### src/rtl/serial_regs_pkg.sv
// Behaviour
// - Control bit 1 reads 1 when transmit buffer empty, 0 while it holds data.
// - Control bit 3 reads 1 while receive buffer holds unread data.
// - Reading receive buffer upper byte clears the receive-complete flag.
// - Bit 4 selects transmit request: buffer empty (0) or shifter done (1).
// - Bit 5 turns continuous receive on (1) or off (0).
// - Receive buffer holds data bits 7..0 low and ninth bit at bit 8.
// - Overrun, framing, parity, error-sum flags sit at bits 12 to 15.
// - Error flags clear when mode is written disabled or receive enable clears.
// - Error-sum reads 0 exactly when the other three error flags are 0.
// - Upper byte read also clears parity and framing flags, not overrun.
// - In clock-synchronous mode framing, parity, error-sum flags are meaningless.
// - Receive buffer bits 11:9 undefined; control bits 7:6 read 0.
// - Transmit pin select bits 1:0: none, first, alternate, reserved as none.
// - Receive pin select bits 3:2: none, first, alternate, reserved as none.
// - Clock pin select bits 5:4: none, first, alternate, reserved as none.
// - Transmit-complete condition follows the shift register empty flag.
`default_nettype none
package serial_regs_pkg;
   // Register indices; byte address is four times the index
   localparam logic [9:0] CTRL1_IDX = 10'h0A5;
   localparam logic [9:0] RXBUF_IDX = 10'h0A6;
   localparam logic [9:0] RXBUF_HI_IDX = 10'h0A7;
   localparam logic [9:0] ROUTE_IDX = 10'h188;
   localparam logic [9:0] MODE_IDX = 10'h0A0;
   localparam logic [7:0] CTRL1_RESET = 8'h02;
   localparam logic [7:0] ROUTE_RESET = 8'h00;
   localparam logic [2:0] MODE_RESET = 3'h0;
   // Control register 1 fields
   localparam int TX_EN_BIT = 0;
   localparam int TX_EMPTY_BIT = 1;
   localparam int RX_EN_BIT = 2;
   localparam int RX_DONE_BIT = 3;
   localparam int IRQ_SEL_BIT = 4;
   localparam int CONT_RX_BIT = 5;
   // Receive buffer fields
   localparam int NINTH_BIT = 8;
   localparam int OVR_BIT = 12;
   localparam int FRM_BIT = 13;
   localparam int PAR_BIT = 14;
   localparam int SUM_BIT = 15;
   // Mode codes
   localparam logic [2:0] MODE_OFF = 3'h0;
   localparam logic [2:0] MODE_SYNC = 3'h1;
   // Pin route codes
   localparam logic [1:0] ROUTE_FIRST = 2'h1;
   localparam logic [1:0] ROUTE_ALT = 2'h2;
   // Bus answer state
   typedef enum logic [0:0] {
      BUS_IDLE = 1'b0,
      BUS_DONE = 1'b1
   } bus_state_t;
endpackage
`default_nettype wire

### src/rtl/serial_port_control_status.sv
// The implementer's own choice: register access over Avalon-MM.
`default_nettype none
module serial_port_control_status
   import serial_regs_pkg::*;
(
   input  wire logic        ref_clk,
   input  wire logic        reset,
   // Avalon-MM slave
   input  wire logic [11:0] address,
   input  wire logic        read,
   input  wire logic        write,
   input  wire logic [31:0] writedata,
   input  wire logic [3:0]  byteenable,
   output logic      [31:0] readdata,
   output logic             waitrequest,
   output logic      [1:0]  response,
   // Transmit path events from the shifter
   input  wire logic        tx_load,
   input  wire logic        tx_take,
   input  wire logic        shift_empty,
   // Receive path events from the shifter
   input  wire logic        rx_done,
   input  wire logic [8:0]  rx_data,
   input  wire logic        rx_overrun,
   input  wire logic        rx_framing,
   input  wire logic        rx_parity,
   // Pins from the remote device, asynchronous
   input  wire logic        rx_pin_first,
   input  wire logic        rx_pin_alt,
   input  wire logic        clk_pin_first_in,
   input  wire logic        clk_pin_alt_in,
   // Routed internal signals
   input  wire logic        tx_serial,
   input  wire logic        clk_out,
   input  wire logic        clk_out_en,
   output logic             rx_serial,
   output logic             clk_in,
   output logic             tx_pin_first,
   output logic             tx_pin_first_oe,
   output logic             tx_pin_alt,
   output logic             tx_pin_alt_oe,
   output logic             clk_pin_first,
   output logic             clk_pin_first_oe,
   output logic             clk_pin_alt,
   output logic             clk_pin_alt_oe,
   // Control seen by the shifter
   output logic             transmit_enable,
   output logic             receive_enable,
   output logic             continuous_rx_enable,
   output logic      [2:0]  serial_mode,
   output logic             tx_request
);

   // Route decode, reserved code treated as unused
   function automatic logic [1:0] route_dec(input logic [1:0] code);
      route_dec = {code == ROUTE_ALT, code == ROUTE_FIRST};
   endfunction

   logic [7:0]  ctrl_q;
   logic [7:0]  route_q;
   logic [2:0]  mode_q;
   logic [8:0]  data_q;
   logic        ovr_q, frm_q, par_q;
   logic        tx_empty_q, rx_full_q, shift_empty_q;
   bus_state_t  state_q;
   logic [31:0] rd_q;
   logic [1:0]  resp_q;
   logic [1:0]  rxs1_q, rxs2_q, cks1_q, cks2_q;
   logic        rx_serial_q, clk_in_q;
   logic [5:0]  pin_q;
   logic        tx_req_q;

   // Address decode on word index
   wire [9:0] idx     = address[11:2];
   wire       acc     = (read | write) && state_q == BUS_IDLE;
   wire       wr      = acc & write;
   wire       rd      = acc & read;
   wire       hit_c   = idx == CTRL1_IDX;
   wire       hit_rb  = idx == RXBUF_IDX;
   wire       hit_rh  = idx == RXBUF_HI_IDX;
   wire       hit_rt  = idx == ROUTE_IDX;
   wire       hit_m   = idx == MODE_IDX;
   wire       mapped  = hit_c | hit_rb | hit_rh | hit_rt | hit_m;
   wire       wr_c    = wr & hit_c & byteenable[0];
   wire       wr_rt   = wr & hit_rt & byteenable[0];
   wire       wr_m    = wr & hit_m & byteenable[0];
   // Upper byte read: 16-bit read of the buffer or the high index
   wire       rd_hi   = rd & ((hit_rb & byteenable[1]) | (hit_rh & byteenable[0]));

   // Error clear on disabled mode write or receive enable going low
   wire       err_clr = (wr_m && writedata[2:0] == MODE_OFF) |
                        (wr_c && !writedata[RX_EN_BIT]);
   wire       sum     = ovr_q | frm_q | par_q;
   wire [7:0] ctrl_rd = {2'b00, ctrl_q[CONT_RX_BIT], ctrl_q[IRQ_SEL_BIT], rx_full_q,
                         ctrl_q[RX_EN_BIT], tx_empty_q, ctrl_q[TX_EN_BIT]};
   // Flags read raw in synchronous mode; they carry no meaning there
   wire [15:0] rb_rd  = {sum, par_q, frm_q, ovr_q, 3'b000, data_q};
   wire [31:0] rd_mux = hit_c  ? {24'h000000, ctrl_rd} :
                        hit_rb ? {16'h0000, rb_rd} :
                        hit_rh ? {24'h000000, rb_rd[15:8]} :
                        hit_rt ? {24'h000000, 2'b00, route_q[5:0]} :
                        hit_m  ? {29'h00000000, mode_q} : 32'h00000000;
   // Transmit request source
   wire       tx_req_d = ctrl_q[IRQ_SEL_BIT] ? shift_empty_q : tx_empty_q;

   wire [1:0] tsel = route_dec(route_q[1:0]);
   wire [1:0] rsel = route_dec(route_q[3:2]);
   wire [1:0] csel = route_dec(route_q[5:4]);

   // Bus answer: one wait cycle, then waitrequest low with data
   always_ff @(posedge ref_clk or posedge reset) begin
      if (reset) begin
         state_q <= BUS_IDLE;
         rd_q    <= 32'h00000000;
         resp_q  <= 2'h0;
      end else begin
         case (state_q)
            BUS_IDLE: begin
               if (read | write) begin
                  state_q <= BUS_DONE;
                  rd_q    <= read ? rd_mux : 32'h00000000;
                  resp_q  <= mapped ? 2'h0 : 2'h3;
               end
            end
            BUS_DONE: state_q <= BUS_IDLE;
            default:  state_q <= BUS_IDLE;
         endcase
      end
   end

   // Software control fields
   always_ff @(posedge ref_clk or posedge reset) begin
      if (reset) begin
         ctrl_q  <= CTRL1_RESET;
         route_q <= ROUTE_RESET;
         mode_q  <= MODE_RESET;
      end else begin
         if (wr_c)
            ctrl_q <= {2'b00, writedata[5:4], 1'b0, writedata[2], 1'b0, writedata[0]};
         if (wr_rt)
            route_q <= {2'b00, writedata[5:0]};
         if (wr_m)
            mode_q <= writedata[2:0];
      end
   end

   // Buffer flags; tx_load wins over tx_take, rx_done wins over the upper byte read clear
   always_ff @(posedge ref_clk or posedge reset) begin
      if (reset) begin
         tx_empty_q    <= 1'b1;
         rx_full_q     <= 1'b0;
         shift_empty_q <= 1'b1;
         data_q        <= 9'h000;
      end else begin
         shift_empty_q <= shift_empty;
         if (tx_load)
            tx_empty_q <= 1'b0;
         else if (tx_take)
            tx_empty_q <= 1'b1;
         if (rx_done) begin
            rx_full_q <= 1'b1;
            data_q    <= rx_data;
         end else if (rd_hi)
            rx_full_q <= 1'b0;
      end
   end

   // Error flags
   always_ff @(posedge ref_clk or posedge reset) begin
      if (reset) begin
         ovr_q <= 1'b0;
         frm_q <= 1'b0;
         par_q <= 1'b0;
      end else begin
         if (rx_done && rx_overrun)
            ovr_q <= 1'b1;
         else if (err_clr)
            ovr_q <= 1'b0;
         if (rx_done && rx_framing)
            frm_q <= 1'b1;
         else if (err_clr | rd_hi)
            frm_q <= 1'b0;
         if (rx_done && rx_parity)
            par_q <= 1'b1;
         else if (err_clr | rd_hi)
            par_q <= 1'b0;
      end
   end

   // Pin input synchronisers
   always_ff @(posedge ref_clk or posedge reset) begin
      if (reset) begin
         rxs1_q <= 2'h0;
         rxs2_q <= 2'h0;
         cks1_q <= 2'h0;
         cks2_q <= 2'h0;
      end else begin
         rxs1_q <= {rx_pin_alt, rx_pin_first};
         rxs2_q <= rxs1_q;
         cks1_q <= {clk_pin_alt_in, clk_pin_first_in};
         cks2_q <= cks1_q;
      end
   end

   // Routed signals, all registered; idle line high when unrouted
   always_ff @(posedge ref_clk or posedge reset) begin
      if (reset) begin
         rx_serial_q <= 1'b1;
         clk_in_q    <= 1'b1;
         pin_q       <= 6'h00;
         tx_req_q    <= 1'b0;
      end else begin
         rx_serial_q <= rsel[0] ? rxs2_q[0] : rsel[1] ? rxs2_q[1] : 1'b1;
         clk_in_q    <= csel[0] ? cks2_q[0] : csel[1] ? cks2_q[1] : 1'b1;
         pin_q       <= {csel[1] & clk_out_en, csel[0] & clk_out_en,
                         tsel[1], tsel[0], tx_serial, clk_out};
         tx_req_q    <= tx_req_d;
      end
   end

   assign readdata             = rd_q;
   assign waitrequest          = ~(state_q == BUS_DONE);
   assign response             = resp_q;
   assign transmit_enable      = ctrl_q[TX_EN_BIT];
   assign receive_enable       = ctrl_q[RX_EN_BIT];
   assign continuous_rx_enable = ctrl_q[CONT_RX_BIT];
   assign serial_mode          = mode_q;
   assign tx_request           = tx_req_q;
   assign rx_serial            = rx_serial_q;
   assign clk_in               = clk_in_q;
   assign tx_pin_first         = pin_q[1];
   assign tx_pin_first_oe      = pin_q[2];
   assign tx_pin_alt           = pin_q[1];
   assign tx_pin_alt_oe        = pin_q[3];
   assign clk_pin_first        = pin_q[0];
   assign clk_pin_first_oe     = pin_q[4];
   assign clk_pin_alt          = pin_q[0];
   assign clk_pin_alt_oe       = pin_q[5];

endmodule
`default_nettype wire

### config.mk
export PLATFORM = sky130hd
export DESIGN_NAME = serial_port_control_status
export DESIGN_NICKNAME = d
export VERILOG_FILES = /design/src/rtl/serial_regs_pkg.sv /design/src/rtl/serial_port_control_status.sv
export SDC_FILE = /design/constraint.sdc
export NUM_CORES = 1
export LEC_CHECK = 0
export BUFFER_PORTS_ARGS = -buffer_cell sky130_fd_sc_hd__buf_2
export CAP_MARGIN = 20
export CORE_MARGIN = 5
export CORE_UTILIZATION = 40
export DETAILED_ROUTE_END_ITERATION = 8
export PLACE_DENSITY_LB_ADDON = 0.1
export SYNTH_ARGS = -nofsm -noshare
export SYNTH_HDL_FRONTEND = slang
export SYNTH_SLANG_ARGS = --single-unit
### constraint.sdc
create_clock -name ref_clk -period 3.6 [get_ports ref_clk]
set_input_delay 0.18 -clock ref_clk [delete_from_list [all_inputs] [get_ports ref_clk]]
set_output_delay 0.18 -clock ref_clk [all_outputs]
set_load 0.1 [all_outputs]
# Yosys cells after proc, flatten, opt, wreduce, memory -nomap -nowiden
# Index checks and enable logic that the tools add are counted.
[op_classes]
n_reduce_logical = 14
bitwise = 24
eq_ne = 11
muxes = 23
[ops]
columns = ["cell", "n"]
rows = [
  ["$mux W16", 3],
  ["$eq A10 B8 Y1 const B", 4],
  ["$mux W1", 15],
  ["$and A1 B1 Y1", 13],
  ["$eq A10 B9 Y1 const B", 1],
  ["$or A1 B1 Y1", 10],
  ["$reduce_bool A2 Y1", 5],
  ["$mux W8", 1],
  ["$eq A2 B1 Y1 const B", 3],
  ["$eq A2 B2 Y1 const B", 3],
  ["$logic_and A1 B1 Y1", 6],
  ["$mux W6", 1],
  ["$logic_not A3 Y1", 1],
  ["$mux W3", 1],
  ["$mux W2", 1],
  ["$pmux W1 S2", 1],
  ["$reduce_and A2 Y1", 1],
  ["$logic_not A1 Y1", 1],
  ["$not A1 Y1", 1],
]
[word_totals]
regBits = 81
inputBits = 75

# Longest topological paths before layout
# Gate-level depths: netlist of run 1.
[depth]
ltp_word = 10
mapped_depth = 5
mapped_depth_nobuf = 4

# Least setup slack after synthesis of run 1
# No wires, ideal clock.
[synth_timing]
path_kind = "reg2reg"
from = "register state_q"
to = "register rd_q[15] (netlist: readdata[15])"
arrival_ns = 1.738
path_stages_with_launch = 5
setup_time_ns = 0.123
period_less_slack_ns = 1.861
path_slack_ns = 1.739
path_cell_list = "dfrtp_1 -> inv_1 -> o21ai_1 -> clkbuf_1 -> a22o_1"
[synth_between]
elab_chain_cells = 2
[synth_lines]
columns = ["item", "line_no", "source"]
rows = [
  ["start, declared", "serial_port_control_status.sv:65", "bus_state_t state_q;"],
  ["start signal, assigned", "serial_port_control_status.sv:113", "state_q <= BUS_IDLE;"],
  ["start signal, assigned", "serial_port_control_status.sv:120", "state_q <= BUS_DONE;"],
  ["start signal, assigned", "serial_port_control_status.sv:125", "BUS_DONE: state_q <= BUS_IDLE;"],
  ["$not A1 Y1 (no source line)", "n/a", ""],
  ["named net waitrequest", "serial_port_control_status.sv:15", "output logic waitrequest,"],
  ["$reduce_and A2 Y1 (no source line)", "n/a", ""],
  ["end signal, assigned", "serial_port_control_status.sv:121", "rd_q <= read ? rd_mux : 32'h00000000;"],
  ["end, declared", "serial_port_control_status.sv:66", "logic [31:0] rd_q;"],
]
# The timed path passes the listed nets, and every way through them passes these cells.
# A chain may end at the register's enable or synchronous reset.

# Worst setup path in the final report of run 1
[layout_timing]
from = "register state_q"
to = "register frm_q"
[layout_between]
elab_chain_cells = 9
word_cells_on_any_way = 14
classes_between = "bitwise (10); reduce/logical (4)"
[layout_lines]
columns = ["item", "line_no", "source"]
rows = [
  ["$not A1 Y1 (no source line) *", "n/a", ""],
  ["$logic_and A1 B1 Y1 *", "serial_port_control_status.sv:75", "wire acc = (read | write) && state_q == BUS_IDLE;"],
  ["$and A1 B1 Y1", "serial_port_control_status.sv:76", "wire wr = acc & write;"],
  ["$and A1 B1 Y1 (on tied branches) (2 in a row)", "serial_port_control_status.sv:86, serial_port_control_status.sv:84", ""],
  ["$logic_and A1 B1 Y1 (on tied branches)", "serial_port_control_status.sv:91, serial_port_control_status.sv:92", ""],
  ["$or A1 B1 Y1", "serial_port_control_status.sv:91", "wire err_clr = (wr_m && writedata[2:0] == MODE_OFF) |"],
  ["$or A1 B1 Y1 *", "serial_port_control_status.sv:181", "else if (err_clr | rd_hi)"],
  ["$reduce_bool A2 Y1 (no source line) *", "n/a", ""],
  ["end signal, assigned", "serial_port_control_status.sv:172", "frm_q <= 1'b0;"],
  ["end signal, assigned", "serial_port_control_status.sv:180", "frm_q <= 1'b1;"],
  ["end signal, assigned", "serial_port_control_status.sv:182", "frm_q <= 1'b0;"],
  ["end, declared", "serial_port_control_status.sv:63", "logic ovr_q, frm_q, par_q;"],
]
# Mark *: on every way between the ends. The rest lies on a longest branch, timed or not.

==> results of run 1 <==
[layout by cell type, fill, tap and decap left out, drive strengths merged, types with 5 or more instances in the layout]
cell type    instances
nand2               11
o21ai                8
clkbuf               9
nor2                 7
buf                 79
dlygate4sd3          9
a22o                 7
conb                19
nor2b                6
mux2                24
a21oi                9
dfrtp               56
or3                  5
nand3                5
[kinds of logic (layout without fill, tap and decap cells)]
family,count (synthesis),count (layout),share of synthesized area
flip-flops,60,60,0.572
AND/OR/NAND/NOR,53,53,0.123
multiplexers,26,26,0.110
AO/OA/AOI/OAI,43,43,0.117
buffers and inverters,31,107,0.0756
other,1,19,0.00142
[flip-flops by register name, summed over array words and instances (netlist names), 2 cells and up]
signal and flops:
rxs2_q 2, data_q 9, cks2_q 2, readdata 13
pin_q 6, cks1_q 2, rxs1_q 2, ctrl_q 4
route_q 6, serial_mode 3
[cell type report]
class / instances / area, um^2
Clock buffer: 9 / 124
Clock inverter: 7 / 52.6
Fill cell: 584 / 3110
Inverter: 3 / 11.3
Multi-Input combinational cell: 141 / 995
Sequential cell: 60 / 1510
Tap cell: 77 / 96.3
Timing Repair Buffer: 88 / 494
[worst paths after layout]
check,from,endpoint,slack (ps),cells past startpoint
setup reg to reg,state_q$_DFF_PP0_,frm_q$_DFFE_PP0P_,1890,3
hold / removal,tx_take,tx_empty_q$_DFFE_PP1P_,60,3
max in group asynchronous,reset,tx_empty_q$_DFFE_PP1P_,2320,4
hold reg to reg,cks1_q[1]$_DFF_PP0_,cks2_q[1]$_DFF_PP0_,350,0
min in group asynchronous,reset,cks1_q[0]$_DFF_PP0_,400,3
setup / recovery,state_q$_DFF_PP0_,frm_q$_DFFE_PP0P_,1890,3
[worst max-delay path: cells and delay by family, from the launching register on]
kind / cells / cell delay (ps)
and+or+nand+nor: 2 / 880
AOI/OAI and AO/OA: 1 / 330
DFF: 1 / 390
[metal layers]
metal,track usage,part of all wire
met1,0.207,0.45
met2,0.245,0.47
met3,0.0529,0.072
met4,0.0513,0.0084
met5,0,0
[through the flow]
stage,utilization,hold slack (ps),area [um^2]
after detailed placement,0.472,234,3010
after floorplan,-,184,2700
final,0.514,55.7,3280
after CTS,0.514,43.0,3280
after global routing,0.514,54.3,3280
after global placement,0.470,229,3000
[power groups by stage]
| stage | Clock (mW) | Combinational (mW) | Sequential [mW] |
|---|---|---|---|
| floorplan | 0 | 0.198 | 0.754 |
| global route | 0.585 | 0.292 | 0.713 |
| finish | 0.536 | 0.277 | 0.709 |
| detailed placement | 0 | 0.270 | 0.723 |
| CTS | 0.553 | 0.278 | 0.710 |
| global placement | 0 | 0.266 | 0.722 |
[what timing repair did]
action                    in CTS  in global routing
hold buffers                   9                  0
setup buffers                  0                  0
hold endpoints to repair      29                  0
==> flow_summary.ini, run 1 <==
[routing]
wirelength_um = 6280
drt-wirelength-per-cell_um = 16.3
remaining_drc_errors = 0
vias_per_cell = 5.07
ant_nets = 0
drt_iter0_drc = 110
dr.pass1.iters = 4
vias = 1952

[pwr]
power.total_mw = 1.52
switching_share = 0.339
p_int_mw = 1.01
p_seq_frac = 0.466
power_density_nw_per_um2 = 464
power_leakage_nw = 1.60
pwr-share-comb = 0.182
ir_worst_vdd_v = 0.000266
switchingPower_mw = 0.515
pwr-share-clk = 0.352

[synthesis]
seq_area_frac_synth = 0.572
synth_warnings = 0
synth-main-ff-cell = dfrtp_1
synth.largest_area_cell = dfrtp_1
ys_top_cells_by_count = dfrtp_1, mux2_2, buf_4, nand2_1, a21oi_1
synth_edf_count = 0
yosysMostFrequentCell = dfrtp_1
synth_area_um2 = 2630
ys_ff_latch = 60
synthArstFlopShare = 1.00
ys_types = 41
yosys-top-cells-area = dfrtp_1, mux2_2, buf_4, dfstp_2, a22o_1
synthCells = 214
syn_avg_cell_area_um2 = 12.3
synth_top_area_share = 0.532

[finish]
syn_to_final_growth_pct = 24.6
fin_nets = 378
drive_above_1_share = 0.419
n_antenna_cell = 0
fin_cells = 385

[placed_design]
dp_hpwl_um = 4650
portBuffers = 77
dp.cells = 360
place_ws_ps = 1580
place.gp.congestion = 0.774

[worst_setup_path]
cp-start-kind = flop
crit_fanout = 10
crit_arrival_ps = 1930
required_ps = 3820
critPathCaptureType = flop
worstPathCellList = nor2b_1 -> nand4_1 -> a32o_1
crit_path_top_delay_cell = nor2b_1
critPathMaxStageDelay_ps = 610
path_class = flop to flop

[sta]
fin_crit_sh = 0.474
period_needed_ps = 1710
clock.fmax_mhz = 585
fin_setup_tns_ps = 0
relSlewSlack = 0.480
slew_viol_final = 0
timing.final.ws_setup_ps = 1890
final_hold_viol_count = 0
setup_viol_count_final = 0
rsz0062_at_grt = no
finClkSkew_ps = 9.70
tightestPinTransition_ps = 778

[floorplan]
die_area_um2 = 8300
chipWidth_um = 91.1
core_um2 = 6390
rows = 29
start_util = 0.412
pin_count = 127
fp.dieH_um = 91.1

[run]
maxCapViolations = 0

[global_route]
antenna_found_initial = 0
grt_pass1_vias = 1985
track_usage = 0.157
gr-total-overflow = 0
grt_pass1_wl_um = 10300
grt_max_degree = 38

[clock_tree]
cts_buffer_depth = 2
insertion_delay_ps = 340
cts.sinks = 60
postCtsResizedCells = 0
htree_levels = 3
cts_tree = yes
cts_root_buf = clkbuf_8
clk_pin_slew_ps = 70
cts_made_buffers = 9

[status]
status = finished, final reports clean

[worst_hold_path]
hp-class = primary input to flop
No activity file was read; power rests on OpenSTA's default activity.
==> run 2: changes to the inputs <==
==> constraint.sdc (replaced) <==
create_clock -name ref_clk -period 1.46 [get_ports ref_clk]
set_input_delay 0.073 -clock ref_clk [delete_from_list [all_inputs] [get_ports ref_clk]]
set_output_delay 0.073 -clock ref_clk [all_outputs]
set_load 0.1 [all_outputs]
==> flow_summary.ini, run 2 (same netlist as run 1, synthesis figures left out) <==
[routing]
wirelength_um = 6570
drt_iter0_drc = 103
vias = 2073
vias_per_cell = 4.84
met3WireLength_um = 447
top_signal_layer_used = met4
dr.pass1.iters = 4
ant_nets = 0
remaining_drc_errors = 0
drt-met1-wl_um = 3020
met2WireLength_um = 3010
drt-wirelength-per-cell_um = 15.4

[sta]
clock.fmax_mhz = 686
holdWs_ps = 8.53
finClkSkew_ps = 6.33
setup_viol_count_final = 0
slew_viol_final = 0
final_hold_viol_count = 0
rsz0062_at_grt = yes
fin_crit_sh = 0.999
fin_setup_tns_ps = 0
period_needed_ps = 1460
timing.final.ws_setup_ps = 1.69

[worst_setup_path]
critPathCaptureType = flop
rr_startpoint = state_q$_DFF_PP0_
path_class = flop to flop
crit_path_top_delay_cell = dfrtp_1
path_buf_inv = 0
crit_arrival_ps = 1690
cp-start-kind = flop
crit_fanout = 3
critPathMaxStageDelay_ps = 370
required_ps = 1690
r2r-end = serial_mode[2]$_DFFE_PP0P_
r2r_slack_ps = 2
reg2reg_depth = 4
critical_path.top_delay_family = simple AND/OR/NAND/NOR gates
worstPathCellList = and3b_2 -> nand2_2 -> or3_4 -> mux2_2

[global_route]
antenna_found_initial = 0
grt_max_degree = 61
grt_pass1_vias = 2151
grt_pass1_wl_um = 10800
gr-total-overflow = 0
track_usage = 0.164

[finish]
stdcell_area_um2 = 3770
drive_above_1_share = 0.467
final_core_util = 0.590
final_cell_mix = buf_2, dfrtp_1, dlygate4sd3_1, buf_4, mux2_2
largest_reg_flops = 13
fin_cells = 428
fin_nets = 421
syn_to_final_growth_pct = 43.1
n_antenna_cell = 0
final_common_cell = buf_2

[pwr]
pwr-share-comb = 0.177
power_leakage_nw = 1.84
switching_share = 0.296
power.total_mw = 4.38
switchingPower_mw = 1.29
ir_worst_vdd_v = 0.000728
power_density_nw_per_um2 = 1160
p_seq_frac = 0.400
pwr-share-clk = 0.423
p_int_mw = 3.08

[status]
status = finished, final reports clean

[floorplan]
fp.dieH_um = 91.1
pin_count = 127
chipWidth_um = 91.1
start_util = 0.412
core_um2 = 6390
die_area_um2 = 8300
rows = 29

[worst_hold_path]
min_path_cells = 2
hp-class = primary input to flop
hp-start = writedata[1]
whs_endpoint = serial_mode[1]$_DFFE_PP0P_

[clock_tree]
cts_made_buffers = 9
cts.sinks = 60
htree_levels = 3
insertion_delay_ps = 340
clk_pin_slew_ps = 80
cts_root_buf = clkbuf_8
cts_buffer_depth = 2
cts_tree = yes

[placed_design]
dp_hpwl_um = 4770
placed_area_um2 = 3240
dp.cells = 386
portBuffers = 77
place_ws_ps = -287
place.gp.congestion = 0.858

[run]
maxCapViolations = 0
run 2: cell count changes in the layout (fill, tap and decap cells not counted), moves of 3 or more:
cell	before	now
buf_4	1	26
o21ai_0	7	1
bufinv_16	0	3
dlygate4sd3_1	9	26
dfrtp_1	56	53
dfrtp_2	0	3
o21ai_1	1	6
run 2: per-layer routing:
metal,GRT usage,vias to the layer above
met5,0,-
met4,0.0733,0
met3,0.0397,10
met2,0.252,64
met1,0.220,992
li1,-,1007
run 2: area by class of cell:
cell class,instances,area [um^2]
Clock inverter,7,124
Sequential cell,60,1510
Tap cell,77,96.3
Timing Repair Buffer,131,875
Multi-Input combinational cell,141,1020
Inverter,3,18.8
Fill cell,530,2620
Clock buffer,9,124
run 2: power by group through the flow:
| stage | registers (mW) | logic [mW] | clock network [mW] |
|---|---|---|---|
| 2_1_floorplan | 1.86 | 0.501 | 0 |
| 3_3_place_gp | 1.78 | 0.717 | 0 |
| 3_5_place_dp | 1.78 | 0.721 | 0 |
| 4_1_cts | 1.75 | 0.776 | 1.89 |
| 5_1_grt | 1.76 | 0.817 | 1.98 |
| 6_report | 1.75 | 0.774 | 1.85 |
run 2: how the worst max path moves through the flow:
stage	start	endpoint	slack [ps]	cells past startpoint
final	state_q$_DFF_PP0_	serial_mode[2]$_DFFE_PP0P_	2	4
after global placement	address[8]	par_q$_DFFE_PP0P_	-290	5
after floorplan	address[8]	frm_q$_DFFE_PP0P_	-110	4
after CTS	state_q$_DFF_PP0_	frm_q$_DFFE_PP0P_	-20	5
after global routing	state_q$_DFF_PP0_	serial_mode[2]$_DFFE_PP0P_	-50	4
after detailed placement	address[8]	frm_q$_DFFE_PP0P_	-290	5
run 2: what timing repair did:
action,in CTS,in global routing
endpoints found under the setup margin,5,7
hold buffers,26,0
resized for setup,4,1
pin swaps,4,1
setup buffers,0,0
hold endpoints to repair,83,0
